$ cat config.mk
export PLATFORM = sky130hd
export DESIGN_NAME = rms_reset_strap
export DESIGN_NICKNAME = d
export VERILOG_FILES = /design/src/logic/rms_pkg.sv /design/src/logic/rms_reset_strap.sv /design/src/logic/rms_sync.sv
export SDC_FILE = /design/constraint.sdc
export NUM_CORES = 1
export LEC_CHECK = 0
export BUFFER_PORTS_ARGS = -buffer_cell sky130_fd_sc_hd__buf_2
export CAP_MARGIN = 5
export CORE_MARGIN = 8
export CORE_UTILIZATION = 40
export DETAILED_ROUTE_END_ITERATION = 16
export PLACE_DENSITY_LB_ADDON = 0.12
export SYNTH_ARGS = -nofsm -noshare
export SYNTH_HDL_FRONTEND = slang
export SYNTH_HIERARCHICAL = 1
export SYNTH_SLANG_ARGS = --single-unit
$ cat constraint.sdc
create_clock -name i_sys_clk -period 1.7 [get_ports i_sys_clk]
set_clock_uncertainty 0.1 [all_clocks]
set_input_delay 0.17 -clock i_sys_clk [delete_from_list [all_inputs] [get_ports i_sys_clk]]
set_output_delay 0.17 -clock i_sys_clk [all_outputs]
set_load 0.01 [all_outputs]
$ cat src/logic/rms_pkg.sv
// Shared constants and types for the reset and mode strap block
package rms_pkg;
   localparam int SYNC_STAGES = 2;
   localparam int NUMERICS_DELAY_CLKS = 4;
   localparam int STRAP_COUNT = 7;
   localparam int STRAP_READ = 0;
   localparam int STRAP_UPPER = 1;
   localparam int STRAP_LOWER = 2;
   localparam int STRAP_MID0 = 3;
   localparam int STRAP_MID1 = 4;
   localparam int STRAP_LOCK = 5;
   localparam int STRAP_BUSY = 6;
   localparam logic [2:0] ABORT_CLKS = 3'h2;
   typedef enum logic [3:0] {
      RMS_ST_RUN = 4'h1,
      RMS_ST_DEASSERT = 4'h2,
      RMS_ST_FLOAT = 4'h4,
      RMS_ST_HOLD = 4'h8
   } rms_state_t;
endpackage

$ cat src/logic/rms_reset_strap.sv
// Reset synchroniser, bus abort sequencing and mode strap sampling
`timescale 1ns/1ns
//
// Contract
// Core stays in full reset whenever external reset input is low; here only via the synchroniser, two clocks late, and not without a clock.
// External reset passes a clocked synchroniser before internal use.
// Board holds reset low from power-on onward.
// Board holds reset until supply and crystal clock are stable.
// Warm reset stops all activity and returns to defined state.
// Active bus transfer aborts: controls driven inactive first, then floated.
// During reset strap pins are inputs with weak pull-ups; here only in hold, so they stay driven for the first reset clock and any abort.
// Upper and lower chip selects low at reset select isolation test mode.
// Read strobe strap low at reset selects queue status mode.
// Busy high at reset, low four clocks later enables numerics mode.
// Board never pulls bus-lock low during reset.
// Straps latch at synchronised reset release; pins then return to outputs.
module rms_reset_strap (
   input wire logic i_sys_clk, // System clock, 100 MHz
   input wire logic i_srst, // Synchronous power-on reset, active high
   input wire logic i_external_reset_n, // Board reset pin, active low
   input wire logic [rms_pkg::STRAP_COUNT-1:0] i_strap_pin, // Strap pin levels
   input wire logic i_bus_active, // Core has a bus transfer in progress
   output logic o_core_reset, // Reset to core, active high
   output logic o_ctrl_inactive, // Force bus controls to inactive level
   output logic o_ctrl_float, // Float bus control outputs
   output logic [rms_pkg::STRAP_COUNT-1:0] o_strap_oe, // Strap pin output enables
   output logic [rms_pkg::STRAP_COUNT-1:0] o_strap_pullup, // Weak pull-up enables
   output logic o_isolation_test_mode, // Isolation test mode latched
   output logic o_queue_status_mode, // Queue status mode latched
   output logic o_numerics_mode, // Numerics coprocessor mode latched
   output logic o_lock_strap_fault // Bus-lock was seen low during reset
);
   logic reset_n_sync;
   logic [rms_pkg::STRAP_COUNT-1:0] strap_sync;
   logic reset_req;
   rms_pkg::rms_state_t state;
   rms_pkg::rms_state_t next_state;
   logic [2:0] abort_cnt;
   logic [rms_pkg::NUMERICS_DELAY_CLKS-1:0] busy_hist;
   logic upper_low;
   logic lower_low;
   logic read_low;
   logic lock_low;
   logic busy_seq;
   logic in_hold;
   logic busy_low;
   logic [2:0] next_abort_cnt;
   logic [rms_pkg::SYNC_STAGES-1:0] settle;
   logic [rms_pkg::SYNC_STAGES-1:0] next_settle;
   logic pins_settled;
   logic entering_reset;
   logic [rms_pkg::NUMERICS_DELAY_CLKS-1:0] next_busy_hist;
   logic next_isolation;
   logic next_queue;
   logic next_numerics;
   logic next_lock_fault;

   // A strap counts as asserted when its synchronised level is low
   function automatic logic strap_low(
      input logic [rms_pkg::STRAP_COUNT-1:0] levels,
      input int idx
   );
      return ~levels[idx];
   endfunction

   rms_sync #(.RESET_VALUE(1'b0)) u_reset_sync (
      .i_sys_clk(i_sys_clk),
      .i_srst(i_srst),
      .i_async(i_external_reset_n),
      .o_sync(reset_n_sync)
   );

   // Strap pins are from the board, so each is synchronised too
   genvar g;
   generate
      for (g = 0; g < rms_pkg::STRAP_COUNT; g++) begin : g_strap
         rms_sync #(.RESET_VALUE(1'b1)) u_strap_sync (
            .i_sys_clk(i_sys_clk),
            .i_srst(i_srst),
            .i_async(i_strap_pin[g]),
            .o_sync(strap_sync[g])
         );
      end
   endgenerate

   // Either power-on reset or the synchronised pin holds the core; the pin is
   // only seen through the synchroniser, so it has no effect without a clock
   assign reset_req = i_srst | ~reset_n_sync;
   assign in_hold = (state == rms_pkg::RMS_ST_HOLD);

   // Abort sequence: inactive drive for a short time, then float, then hold
   always_comb begin
      next_state = state;
      unique case (state)
         rms_pkg::RMS_ST_RUN: begin
            if (reset_req) begin
               next_state = i_bus_active ? rms_pkg::RMS_ST_DEASSERT
                                         : rms_pkg::RMS_ST_HOLD;
            end
         end
         rms_pkg::RMS_ST_DEASSERT: begin
            if (abort_cnt == rms_pkg::ABORT_CLKS - 3'h1) begin
               next_state = rms_pkg::RMS_ST_FLOAT;
            end
         end
         rms_pkg::RMS_ST_FLOAT: begin
            next_state = rms_pkg::RMS_ST_HOLD;
         end
         rms_pkg::RMS_ST_HOLD: begin
            if (!reset_req) begin
               next_state = rms_pkg::RMS_ST_RUN;
            end
         end
      endcase
   end

   // Counts clocks spent driving controls inactive; rests at zero elsewhere
   assign next_abort_cnt = (state == rms_pkg::RMS_ST_DEASSERT) ? abort_cnt + 3'h1 : 3'h0;

   always_ff @(posedge i_sys_clk) begin
      if (i_srst) begin
         state <= rms_pkg::RMS_ST_HOLD;
      end else begin
         state <= next_state;
      end
   end

   always_ff @(posedge i_sys_clk) begin
      if (i_srst) begin
         abort_cnt <= 3'h0;
      end else begin
         abort_cnt <= next_abort_cnt;
      end
   end

   // Core stays reset through the whole abort and hold sequence
   assign o_core_reset = (state != rms_pkg::RMS_ST_RUN) | reset_req;
   assign o_ctrl_inactive = (state == rms_pkg::RMS_ST_DEASSERT);
   assign o_ctrl_float = (state == rms_pkg::RMS_ST_FLOAT) | in_hold;
   assign o_strap_oe = in_hold ? '0 : '1;
   assign o_strap_pullup = in_hold ? '1 : '0;

   assign upper_low = strap_low(strap_sync, rms_pkg::STRAP_UPPER);
   assign lower_low = strap_low(strap_sync, rms_pkg::STRAP_LOWER);
   assign read_low = strap_low(strap_sync, rms_pkg::STRAP_READ);
   assign lock_low = strap_low(strap_sync, rms_pkg::STRAP_LOCK);
   assign busy_low = strap_low(strap_sync, rms_pkg::STRAP_BUSY);

   // For the first clocks of hold the synchronisers still show the pins' own
   // output drive; only samples taken after that count as strap levels
   assign next_settle = in_hold ? {settle[rms_pkg::SYNC_STAGES-2:0], 1'b1} : '0;
   assign pins_settled = in_hold & settle[rms_pkg::SYNC_STAGES-1];
   assign entering_reset = (state == rms_pkg::RMS_ST_RUN) & reset_req;

   // History is cleared outside settled hold, so a level seen while the pin
   // was still an output can never pair with a later strapped low
   assign next_busy_hist = pins_settled
                           ? {busy_hist[rms_pkg::NUMERICS_DELAY_CLKS-2:0], ~busy_low}
                           : '0;
   // Oldest history bit is the busy level four clocks ago
   assign busy_seq = pins_settled & busy_hist[rms_pkg::NUMERICS_DELAY_CLKS-1]
                     & busy_low;

   // Modes track the straps while held and freeze at release
   assign next_isolation = pins_settled ? (upper_low & lower_low)
                                        : o_isolation_test_mode;
   assign next_queue = pins_settled ? read_low : o_queue_status_mode;
   // Numerics and lock fault are only set inside hold; a new reset clears them
   assign next_numerics = ~entering_reset & (o_numerics_mode | busy_seq);
   // Lock low is illegal; flag only, behaviour is not guaranteed
   assign next_lock_fault = ~entering_reset
                            & (o_lock_strap_fault | (pins_settled & lock_low));

   always_ff @(posedge i_sys_clk) begin
      if (i_srst) begin
         settle <= '0;
         busy_hist <= '0;
      end else begin
         settle <= next_settle;
         busy_hist <= next_busy_hist;
      end
   end

   always_ff @(posedge i_sys_clk) begin
      if (i_srst) begin
         o_isolation_test_mode <= 1'b0;
         o_queue_status_mode <= 1'b0;
      end else begin
         o_isolation_test_mode <= next_isolation;
         o_queue_status_mode <= next_queue;
      end
   end

   always_ff @(posedge i_sys_clk) begin
      if (i_srst) begin
         o_numerics_mode <= 1'b0;
      end else begin
         o_numerics_mode <= next_numerics;
      end
   end

   always_ff @(posedge i_sys_clk) begin
      if (i_srst) begin
         o_lock_strap_fault <= 1'b0;
      end else begin
         o_lock_strap_fault <= next_lock_fault;
      end
   end
endmodule

$ cat src/logic/rms_sync.sv
// Two flip-flop synchroniser for one asynchronous level
`timescale 1ns/1ns
module rms_sync #(
   parameter logic RESET_VALUE = 1'b0
) (
   input wire logic i_sys_clk, // System clock
   input wire logic i_srst, // Synchronous reset, active high
   input wire logic i_async, // Asynchronous level
   output logic o_sync // Synchronised level
);
   logic stage1;

   always_ff @(posedge i_sys_clk) begin
      if (i_srst) begin
         stage1 <= RESET_VALUE;
         o_sync <= RESET_VALUE;
      end else begin
         stage1 <= i_async;
         o_sync <= stage1;
      end
   end
endmodule

==> results.cfg <==
[sta]
setup_tns_ns = -0.00408
hold_violations = 0
finalSetupViolCount = 1
max-slew-margin-rel = 0.660
finalWorstSetupSlack_ns = -0.00408
fin_crit_sh = 1.00
grt_setup_unrepaired = true
max_freq_mhz = 587
tightest_slew_ns = 0.507
fin_crit_ns = 1.70
slew_viol_final = 0

[final_layout]
syn_to_final_growth_pct = 38.3
diodes = 0
drive_gt1_frac = 0.435
fin_nets = 173
final_util = 0.573

[cts]
cts_tree = done
clock_sinks = 29
htreeDepth = 2
cts_root_buffer = clkbuf_4
clk_latency_ns = 0.32
cts_buffer_depth = 2
clkTransAtPathRegs_ns = 0.08
cts_inserted_buffers = 5

[status]
violations = setup timing
outcome = finished, violations left

[critical_path]
setup.worst_path.end_class = flip-flop
crit_required_ns = 1.84
cp-startpoint = state[3]
critPathMaxFanout = 5
critPathKind = reg2reg
crit_path_start_kind = flip-flop
r2r-start = state[3]
cp_data_arrival_time_ns = 1.84

[routing]
via_per_inst = 4.65
post_drt_wl_per_cell_um = 12.3
wirelength_mm = 2.35
drtIter0Drc = 13
ant_nets = 0
dr.pass1.iters = 4
vias = 892
drc = 0

[placed_design]
place_ws_ns = 0.104
dpl.hpwl_mm = 1.42
portBuffers = 29
place.gp.congestion = 0.677

[synthesis]
synth-xor-area-share = 0.0155
synth_enable_flop_cells = 0
synth-simple-area-share = 0.244
synth_warnings = 6
yosysTopAreaCell = dfxtp_1
async_flop_share = 0
synth_top_family_by_area = simple AND/OR/NAND/NOR gates
synth_compound_area_frac = 0.0762
syn_area_um2 = 1130
synth_ff_type = dfxtp_1
avgSynthCellArea_um2 = 9.85
yosys.area_share.adder = 0.0221
post_synth_num_cell_types = 29
ys_ff_latch = 29
synthCells = 115
synth_seq_area_share = 0.513
synth_nets = 128
synth_area_leaders = dfxtp_1 (51%), buf_4 (8.6%), or2_1 (5.5%)
synth_top_area_frac = 0.513
synth_mux_area_frac = 0

[floorplan]
core_area_um2 = 2730
rows = 19
die_h_um = 69.2
die_width_um = 69.2
initial_core_util = 0.414
dieArea_um2 = 4790
ios = 32

[power_and_ir_drop]
p_int_uw = 1610
switchingPower_uw = 764
power_frac_comb = 0.415
swShare = 0.322
powerDensity_nw_per_um2 = 1510
pwr-share-clk = 0.243
vdd_drop_max_mv = 1.12
seqPwrFrac = 0.342
power.static_leakage_uw = 0.000708

[global_route]
antenna_found_initial = 0
grtUsageTotal = 0.0964
grt_max_degree = 19
overflow = 0
grt_pass1_vias = 841
grt_pass1_wl_mm = 3.68

[worst_hold_path]
min_from = i_bus_active
hold_path_class = in2reg

[run]
max-cap-violations = 0
cell usage after synthesis (2+ instances only):
cell and count:
dfxtp_1 29, buf_4 13, nor2_1 11, or2_1 10
inv_1 8, a21oi_1 5, and2_1 5, nor3_1 4
nand2b_1 3, nor2b_1 3, a211oi_1 2, a31oi_1 2
ha_1 2, o21ai_0 2, xnor2_1 2
stage by stage:
stage | instances | cell area [um^2] | total power [uW] | hold slack (ns)
floorplan | 115 | 1130 | 1470 | 0.142
global placement | 162 | 1220 | 1510 | 0.246
detailed placement | 162 | 1220 | 1520 | 0.250
CTS | 186 | 1470 | 2220 | 0.0653
global route | 192 | 1570 | 2520 | 0.119
finish | 192 | 1570 | 2370 | 0.131
logic make-up after synthesis:
group	after synthesis
simple gates	44
flops	29
buf+inv	24
compound gates	14
xor+xnor	2
fa+ha+maj	2
state kept, by name (all words and copies together), names as in the netlist:
signal / count
g_strap.u_strap_sync/o_sync: 5
g_strap.u_strap_sync/stage1: 5
busy_hist: 4
state: 4
abort_cnt: 3
settle: 2
o_isolation_test_mode: 1
o_lock_strap_fault: 1
o_numerics_mode: 1
o_queue_status_mode: 1
u_reset_sync/o_sync: 1
u_reset_sync/stage1: 1
critical path, cell delays in order (launching register included):
cell and delay (ns):
dfxtp_4 0.37, or4b_4 0.58, buf_6 0.15, a21oi_4 0.14, a31oi_2 0.06, nor3_2 0.21
worst paths after layout:
kind,to,slack (ns),depth (start not counted)
setup / recovery,state[1],-0.004,5
hold / removal,state[1],0.13,3
setup reg to reg,state[1],-0.004,5
hold reg to reg,o_queue_status_mode,0.31,1
timing repair:
item | in CTS | in global routing
endpoints found under the setup margin | 16 | 18
gates resized for setup | 12 | 8
setup buffers | 9 | 6
endpoints found under the hold margin | 8 | 0
pin swaps | 1 | 3
hold buffers | 7 | 0
routing by layer:
layer,vias up,part of all wire,GRT usage
li1,450,-,-
met1,399,0.39,0.0868
met2,35,0.45,0.145
met3,8,0.12,0.0730
met4,0,0.039,0.0706
met5,-,0,0
power by group through the flow:
stage	registers, uW	clock network [uW]	logic (uW)
2_1_floorplan	804	0	669
3_3_place_gp	816	0	698
3_5_place_dp	817	0	708
4_1_cts	808	597	813
5_1_grt	818	630	1070
6_report	810	576	983
placed cells by master (no fill, tap or decap), types with 3 or more instances in the layout:
cell / n
or2_1: 10
a21oi_1: 5
inv_1: 7
nor3_1: 3
dfxtp_4: 3
buf_4: 15
buf_6: 3
clkbuf_4: 5
and2_1: 5
dlygate4sd3_1: 7
dfxtp_1: 25
nor2b_1: 3
nor2_1: 11
buf_2: 28
area by class of cell:
class	count	area, um^2
fillers	242	1170
flip-flops and latches	29	593
multi-input cells	62	454
repair buffers	53	357
clock buffers	7	55.1
inverters	9	38.8
well taps	31	38.8
clock inverters	1	30.0
Power figures use the tool's default switching activity.
